$ cat config.mk
export PLATFORM = sky130hd
export DESIGN_NAME = pwm_trio
export DESIGN_NICKNAME = d
export VERILOG_FILES = /design/src/pwm_trio_pkg.sv /design/src/pwm_trio.sv /design/src/fixed_pwm.sv
export VERILOG_INCLUDE_DIRS = /design/src
export SDC_FILE = /design/constraint.sdc
export NUM_CORES = 1
export LEC_CHECK = 0
export BUFFER_PORTS_ARGS = -buffer_cell sky130_fd_sc_hd__buf_2
export CORE_ASPECT_RATIO = 0.5
export CORE_MARGIN = 2
export CORE_UTILIZATION = 62
export DETAILED_ROUTE_END_ITERATION = 6
export GPL_TIMING_DRIVEN = 0
export PLACE_DENSITY_LB_ADDON = 0.2
export SYNTH_ARGS = -nofsm -noshare
export SYNTH_HDL_FRONTEND = slang
export SYNTH_SLANG_ARGS = --single-unit
$ cat constraint.sdc
create_clock -name clock -period 4 [get_ports clock]
set_input_delay 0.2 -clock clock [delete_from_list [all_inputs] [get_ports clock]]
set_output_delay 0.2 -clock clock [all_outputs]
set_load 0.02 [all_outputs]
$ cat src/pwm_trio_params.svh
// Constants and rule summary for the general purpose PWM trio.
// Summary of operation
// - Three independent generators: two fixed-period, one programmable; each drives its own fixed pin.
// - Fixed generators run a constant 512-cycle period regardless of duty.
// - Fixed generator output is high for duty value out of 512 cycles.
// - Zero duty value holds the fixed generator output permanently low.
// - Programmable base period is prescale setting plus one oscillator cycles.
// - Programmable output high for high count bases, then low count bases.
// - High and low counts both zero force programmable output low.
// - Each output may be inverted before it drives its pin.
`ifndef PWM_TRIO_PARAMS_SVH
`define PWM_TRIO_PARAMS_SVH
`define FIXED_PERIOD_LAST 9'h1ff
`define FIXED_CNT_W 9
`define DUTY_W 10
`define PRESCALE_W 7
`define COUNT_W 8
`define PRESCALE_ZERO 7'h00
`define COUNT_ZERO 8'h00
`define COUNT_ONE 8'h01
`define DUTY_ZERO 10'h000
`define FIXED_CNT_ZERO 9'h000
`define FIXED_CNT_ONE 9'h001
`define PRESCALE_ONE 7'h01
`define PERIOD_W 16
`define PERIOD_ONE 16'h0001
`endif

$ cat src/pwm_trio_pkg.sv
// Types shared by the general purpose PWM trio.
`include "pwm_trio_params.svh"
package pwm_trio_pkg;
  typedef struct packed {
    logic [`PRESCALE_W-1:0] prescale;
    logic [`COUNT_W-1:0] high_count;
    logic [`COUNT_W-1:0] low_count;
  } prog_pwm_timing_control_t;
  typedef enum logic [1:0] {
    PHASE_IDLE = 2'b00,
    PHASE_HIGH = 2'b01,
    PHASE_LOW = 2'b10
  } prog_phase_t;
endpackage : pwm_trio_pkg

$ cat src/pwm_trio.sv
// Top of the general purpose PWM trio.
`include "pwm_trio_params.svh"
module pwm_trio
  import pwm_trio_pkg::*;
(
  input wire logic clock,
  input wire logic srst,
  input wire logic [`DUTY_W-1:0] fixed_pwm_a_control,
  input wire logic [`DUTY_W-1:0] fixed_pwm_b_control,
  input wire prog_pwm_timing_control_t prog_pwm_timing_control,
  input wire logic [2:0] invert_enable,
  output logic [2:0] pwm_pin_out,
  output logic [2:0] pwm_raw_out
);
  logic [2:0] raw;
  logic [2:0] pin_r;
  prog_pwm_timing_control_t cfg_r;
  prog_phase_t phase_r;
  logic [`PRESCALE_W-1:0] pre_r;
  logic [`COUNT_W-1:0] cnt_r;
  logic tick;
  logic [`DUTY_W-1:0] duty_in [2];
  logic prog_high_r;
  prog_phase_t load_phase;
  logic [`COUNT_W-1:0] load_count;
  logic high_last;
  logic low_last;
  logic period_end;
  logic reload;
  logic [`PERIOD_W-1:0] span_r;
  logic [`PERIOD_W-1:0] period_want;

  assign duty_in[0] = fixed_pwm_a_control;
  assign duty_in[1] = fixed_pwm_b_control;

  // Both fixed generators share one structure.
  for (genvar i = 0; i < 2; i++) begin : g_fixed
    fixed_pwm u_fixed (
      .clock(clock),
      .srst(srst),
      .fixed_pwm_duty_value(duty_in[i]),
      .pwm_out(raw[i])
    );
  end

  assign tick = (pre_r == cfg_r.prescale);

  always_ff @(posedge clock) begin
    if (srst || tick || phase_r == PHASE_IDLE) begin
      pre_r <= `PRESCALE_ZERO;
    end else begin
      pre_r <= pre_r + `PRESCALE_ONE;
    end
  end

  // A both-zero setting parks the generator idle, where the level sits low.
  always_comb begin
    load_phase = PHASE_IDLE;
    load_count = `COUNT_ZERO;
    if (prog_pwm_timing_control.high_count != `COUNT_ZERO) begin
      load_phase = PHASE_HIGH;
      load_count = prog_pwm_timing_control.high_count;
    end else if (prog_pwm_timing_control.low_count != `COUNT_ZERO) begin
      load_phase = PHASE_LOW;
      load_count = prog_pwm_timing_control.low_count;
    end
  end

  assign high_last = (phase_r == PHASE_HIGH) && tick && (cnt_r == `COUNT_ONE);
  assign low_last = (phase_r == PHASE_LOW) && tick && (cnt_r == `COUNT_ONE);

  // Reloading right at the period end keeps the low level exact, with no spare idle clock.
  assign period_end = low_last || (high_last && (cfg_r.low_count == `COUNT_ZERO));
  assign reload = (phase_r == PHASE_IDLE) || period_end;

  always_ff @(posedge clock) begin
    if (srst) begin
      cfg_r <= '0;
    end else if (reload) begin
      cfg_r <= prog_pwm_timing_control;
    end
  end

  always_ff @(posedge clock) begin
    if (srst) begin
      phase_r <= PHASE_IDLE;
    end else if (reload) begin
      phase_r <= load_phase;
    end else if (tick) begin
      case (phase_r)
        PHASE_HIGH: begin
          if (cnt_r == `COUNT_ONE) begin
            phase_r <= PHASE_LOW;
          end
        end
        PHASE_LOW: begin
          phase_r <= PHASE_LOW;
        end
        default: begin
          phase_r <= PHASE_IDLE;
        end
      endcase
    end
  end

  always_ff @(posedge clock) begin
    if (srst) begin
      cnt_r <= `COUNT_ZERO;
    end else if (reload) begin
      cnt_r <= load_count;
    end else if (tick) begin
      case (phase_r)
        PHASE_HIGH: begin
          if (cnt_r == `COUNT_ONE) begin
            cnt_r <= cfg_r.low_count;
          end else begin
            cnt_r <= cnt_r - `COUNT_ONE;
          end
        end
        PHASE_LOW: begin
          cnt_r <= cnt_r - `COUNT_ONE;
        end
        default: begin
          cnt_r <= `COUNT_ZERO;
        end
      endcase
    end
  end

  // The level has a flop of its own, so the output is not a decode of the phase code.
  always_ff @(posedge clock) begin
    if (srst) begin
      prog_high_r <= 1'b0;
    end else if (reload) begin
      prog_high_r <= (load_phase == PHASE_HIGH);
    end else if (high_last || (phase_r != PHASE_HIGH)) begin
      prog_high_r <= 1'b0;
    end
  end

  assign raw[2] = prog_high_r;

  // Cycles since the period began, kept only for the period length check below.
  always_ff @(posedge clock) begin
    if (srst) begin
      span_r <= '0;
    end else if (reload) begin
      span_r <= `PERIOD_ONE;
    end else begin
      span_r <= span_r + `PERIOD_ONE;
    end
  end

  assign period_want = (`PERIOD_W'(cfg_r.high_count) + `PERIOD_W'(cfg_r.low_count))
    * (`PERIOD_W'(cfg_r.prescale) + `PERIOD_ONE);

  always_ff @(posedge clock) begin
    if (srst) begin
      pin_r <= '0;
    end else begin
      pin_r <= raw ^ invert_enable;
    end
  end

  assign pwm_pin_out = pin_r;
  assign pwm_raw_out = raw;
endmodule : pwm_trio

$ cat src/fixed_pwm.sv
// One fixed-period auxiliary PWM generator.
`include "pwm_trio_params.svh"
module fixed_pwm
  import pwm_trio_pkg::*;
(
  input wire logic clock,
  input wire logic srst,
  input wire logic [`DUTY_W-1:0] fixed_pwm_duty_value,
  output logic pwm_out
);
  logic [`FIXED_CNT_W-1:0] cnt_r;
  logic [`DUTY_W-1:0] duty_r;
  logic pwm_r;
  logic [`DUTY_W:0] pos_ext;

  always_ff @(posedge clock) begin
    if (srst || cnt_r == `FIXED_PERIOD_LAST) begin
      cnt_r <= `FIXED_CNT_ZERO;
    end else begin
      cnt_r <= cnt_r + `FIXED_CNT_ONE;
    end
  end

  // Duty is taken only at wrap so a running period is never cut short.
  always_ff @(posedge clock) begin
    if (srst) begin
      duty_r <= `DUTY_ZERO;
    end else if (cnt_r == `FIXED_PERIOD_LAST) begin
      duty_r <= fixed_pwm_duty_value;
    end
  end

  assign pos_ext = {2'b00, cnt_r};

  // Values above 512 saturate at 100 percent high.
  always_ff @(posedge clock) begin
    if (srst) begin
      pwm_r <= 1'b0;
    end else begin
      pwm_r <= (duty_r != `DUTY_ZERO) && (pos_ext < {1'b0, duty_r});
    end
  end

  assign pwm_out = pwm_r;
endmodule : fixed_pwm

==> key figures <==
Setup path
  • Reg-to-Reg End: cfg_r[16]
  • FF-to-FF Start: cnt_r[0]
  • WP data arrival: 2.85 ns
  • Crit-path max cell delay: ~0.57 ns
  • CP Cell Sequence: ha_1 > nor3b_1 > nand2_4 > o41a_1 > buf_6 > buf_2 > nand2_1 > a21oi_1
  • WS Path Type: reg -> reg
  • Critical Path RT: 4.19 ns
  • Worst reg2reg setup slack: ~1.3 ns
  • CP Depth: 8
  • CP delay by family, top: simple AND/OR/NAND/NOR gates
  • Worst-path maximum fanout: 10
  • Buf+Inv Stages, Crit Path: 2
  • FF-to-FF path depth: 8
  • Critical Path End Type: flop
  • Slowest library cell on the worst path: o41a_1
  • Element type at the critical path start: flop

Route
  • Initial detailed-routing violation count: just under 300
  • DR pass1 iterations: 5
  • Final ANT Viol Nets: 0
  • Via/cell ratio: ~5.6
  • Routed via count: about 3400
  • WL/cell: 14.6 um
  • Final routed DRC violation total: 0
  • Final Routed Wirelength: between 8 and 9 mm

Hold path
  • Worst Hold End: g_fixed[0].u_fixed.duty_r[6]
  • Hold Path Class: in -> reg
  • Hold path startpoint: fixed_pwm_a_control[6]
  • Hold Path Cell Cnt: 3

Cells and area
  • Final #Nets: 585
  • Area growth, synth to finish: 17.2%
  • Fillers: 465
  • Util after Layout: between 70 and 80%
  • # diodes: 0
  • Share of cells above drive strength 1: between 15 and 20%
  • Finished Cell Area: 0.00457 sq mm

Synthesis
  • Syn Nets: between 500 and 600
  • Simple-gate share of the synthesized area: about a fifth
  • Largest family of logic cells by synthesized area: simple AND/OR/NAND/NOR gates
  • Distinct cells, synth: 51
  • Post-synth EDFFs: 0
  • Ys flop type: dfxtp_1
  • FFs w/ async S/R, synth: 0%
  • Synth Area in Adders: under 10%
  • Synth Area in Compound Gates: between 10% and 20%
  • Register bit count reported by yosys: 76
  • Multiplexer area fraction after synthesis: under 10%
  • Sequential fraction of the synthesis area: between 30 and 40%
  • Mapped Area: 0.00390 sq mm
  • Post-synthesis average cell area: 8.72 sq um
  • Synth Instances: 447
  • Syn. warnings: 0
  • XOR/XNOR Fraction of Synth Area: about 6.3%

Place
  • Port Buffers: 53
  • Final Wtd Congestion: about 0.86
  • HPWL after detailed placement: around 6.4 mm
  • Post-Place Worst Slack: roughly 1.4 ns
  • Post-DP Area: approximately 0.0043 sq mm

Floorplanning
  • Die W: about 120 um
  • CORE AREA: between 0.006 and 0.007 sq mm
  • Starting density of the core: 64.1%
  • Die footprint: approximately 0.0070 sq mm
  • # rows: 20
  • Die Ht: 60.1 um
  • IO Count: 54

Clock tree
  • PostCTS Resize Cnt: 0
  • Worst-skew pair later-pin latency: between 0.3 and 0.4 ns
  • # Post-CTS Setup Buffers: 0
  • CTS tree: built
  • Worst-path clk slew: approximately 0.05 ns
  • Num CTS Buffers: 9
  • H-tree depth: 3
  • Worst-case clock buffer depth: 2
  • CTS Sinks: 76
  • Root Buffer: clkbuf_16
  • # hold bufs at CTS: 0

STA
  • Least-Margin Pin Slew: roughly 0.82 ns
  • Unrepaired setup endpoints after global routing: no
  • Clock skew: roughly 0.0045 ns
  • Post-layout min period: 2.66 ns
  • Max Fclk: approximately 0.38 GHz
  • Fin crit share: 66.6%
  • Final setup margin: 1.34 ns
  • Slew headroom: a little under half
  • Final Setup Violations: 0
  • Setup TNS Final: 0 ns
  • Final Hold Fails: 0
  • Pins Over Slew Limit: 0

GRT
  • Initial antenna violation count: 0
  • Largest net degree at the start of global routing: 13
  • GRT Total Usage: roughly 28%
  • Final global-route overflow total: 0
  • First-pass GRT wire length: roughly 15 mm
  • Number of global-route vias before repair: between 3000 and 4000

Pwr
  • Pwr/cell area: roughly 550 mW/mm^2
  • Peak VDD IR: 304 uV
  • Final Power: between 2 and 3 mW
  • Leakage Power: 1.84 nW

Job
  • Max Cap Viol: 0

Run status
  • Status: complete, no violations
==> synthesized netlist by cell type (3+ instances only) <==
cell       count  area [sq um]
inv_1         33           124
dfxtp_1       76          1520
o21ai_0       13          65.1
nor3_1         5          25.0
and3_1         9          56.3
ha_1          26           325
nor2_1        52           195
or3_1          3          18.8
or2_2          3          18.8
buf_4          4          30.0
nand2b_1       5          31.3
o32a_1         4          40.0
mux2i_1       20           200
nand3_1       17          85.1
a32oi_1        3          26.3
clkbuf_1       8          30.0
a21o_1         8          60.1
nand2_1       41           154
o21a_1         3          22.5
nor4_1         4          25.0
a31oi_1        6          37.5
xor2_1        10          87.6
nor3b_1        4          30.0
or4_1          3          22.5
xnor2_1       18           158
a21oi_1       31           155
a2bb2oi_1      4          35.0
==> tightest hold or removal path, cell delays in order <==
cell     delay [ns]
buf_2          0.07
mux2i_1        0.05
nor2_1         0.07
==> cell type report <==
cell class	count	area [sq um]	area share, %
repair buffers	53	265	5.81
plain buffers	17	88.8	1.94
clock buffers	13	250	5.48
clock inverters	3	46.3	1.01
flip-flops and latches	76	1520	33.3
inverters	33	124	2.71
multi-input cells	321	2160	47.3
well taps	88	110	2.41
==> cells in the final DEF (no fill, tap or decap), drive strengths merged, types with 6 or more instances in the layout <==
master,netlist,final
a21o,8,8
nand3,17,17
nand2,42,42
and3,9,9
nor2,52,52
xnor2,18,18
inv,33,33
mux2i,20,20
a21oi,31,31
dfxtp,76,76
xor2,10,10
a31oi,6,6
clkbuf,8,21
o21ai,13,13
buf,9,62
ha,26,26
==> stage by stage <==
step           std cells  hold WS [ns]
2_1_floorplan        447         0.337
3_3_place_gp         588         0.434
3_5_place_dp         588         0.446
4_1_cts              604         0.105
5_1_grt              604         0.110
6_report             604         0.107
==> report_power, final <==
part           switching (mW)  total, mW  internal [mW]
clock                   0.302      0.803          0.502
combinational           0.468      0.791          0.322
sequential             0.0818      0.923          0.841
total                   0.852       2.52           1.66
==> metal layers <==
layer  up-vias  global-route usage [%]  share of wire (%)
met3        20                    7.10                5.9
li1       1691                       -                  -
met1      1564                    35.8                 47
met4         0                    7.99                1.4
met5         -                       0                  0
met2        95                    47.0                 46
==> how the worst max path moves through the flow <==
| stage | start | endpoint | slack (ns) |
|---|---|---|---|
| 3_5_place_dp | cnt_r[0] | cfg_r[16] | 1.42 |
| 6_report | cnt_r[0] | cfg_r[16] | 1.34 |
| 3_3_place_gp | cnt_r[0] | cfg_r[5] | 1.43 |
| 4_1_cts | cnt_r[0] | cfg_r[16] | 1.40 |
| 5_1_grt | cnt_r[0] | cfg_r[21] | 1.23 |
| 2_1_floorplan | cnt_r[0] | cfg_r[20] | 1.82 |
==> cells by family (layout without fill, tap and decap cells) <==
group	after synthesis	count (layout)
AND/OR/NAND/NOR	154	154
AO/OA/AOI/OAI	91	91
flip-flops	76	76
buffers and inverters	50	119
XOR/XNOR	28	28
adder cells (fa/ha/maj)	26	26
multiplexers	22	22
==> sequential cells by signal, indices dropped and copies added (netlist names) <==
name                     count
g_fixed.u_fixed.duty_r      20
pwm_pin_out                  3
g_fixed.u_fixed.pwm_out      2
prog_high_r                  1
g_fixed.u_fixed.cnt_r       18
cnt_r                        8
phase_r                      2
pre_r                        7
cfg_r                       15
Power figures use the tool's default switching activity.
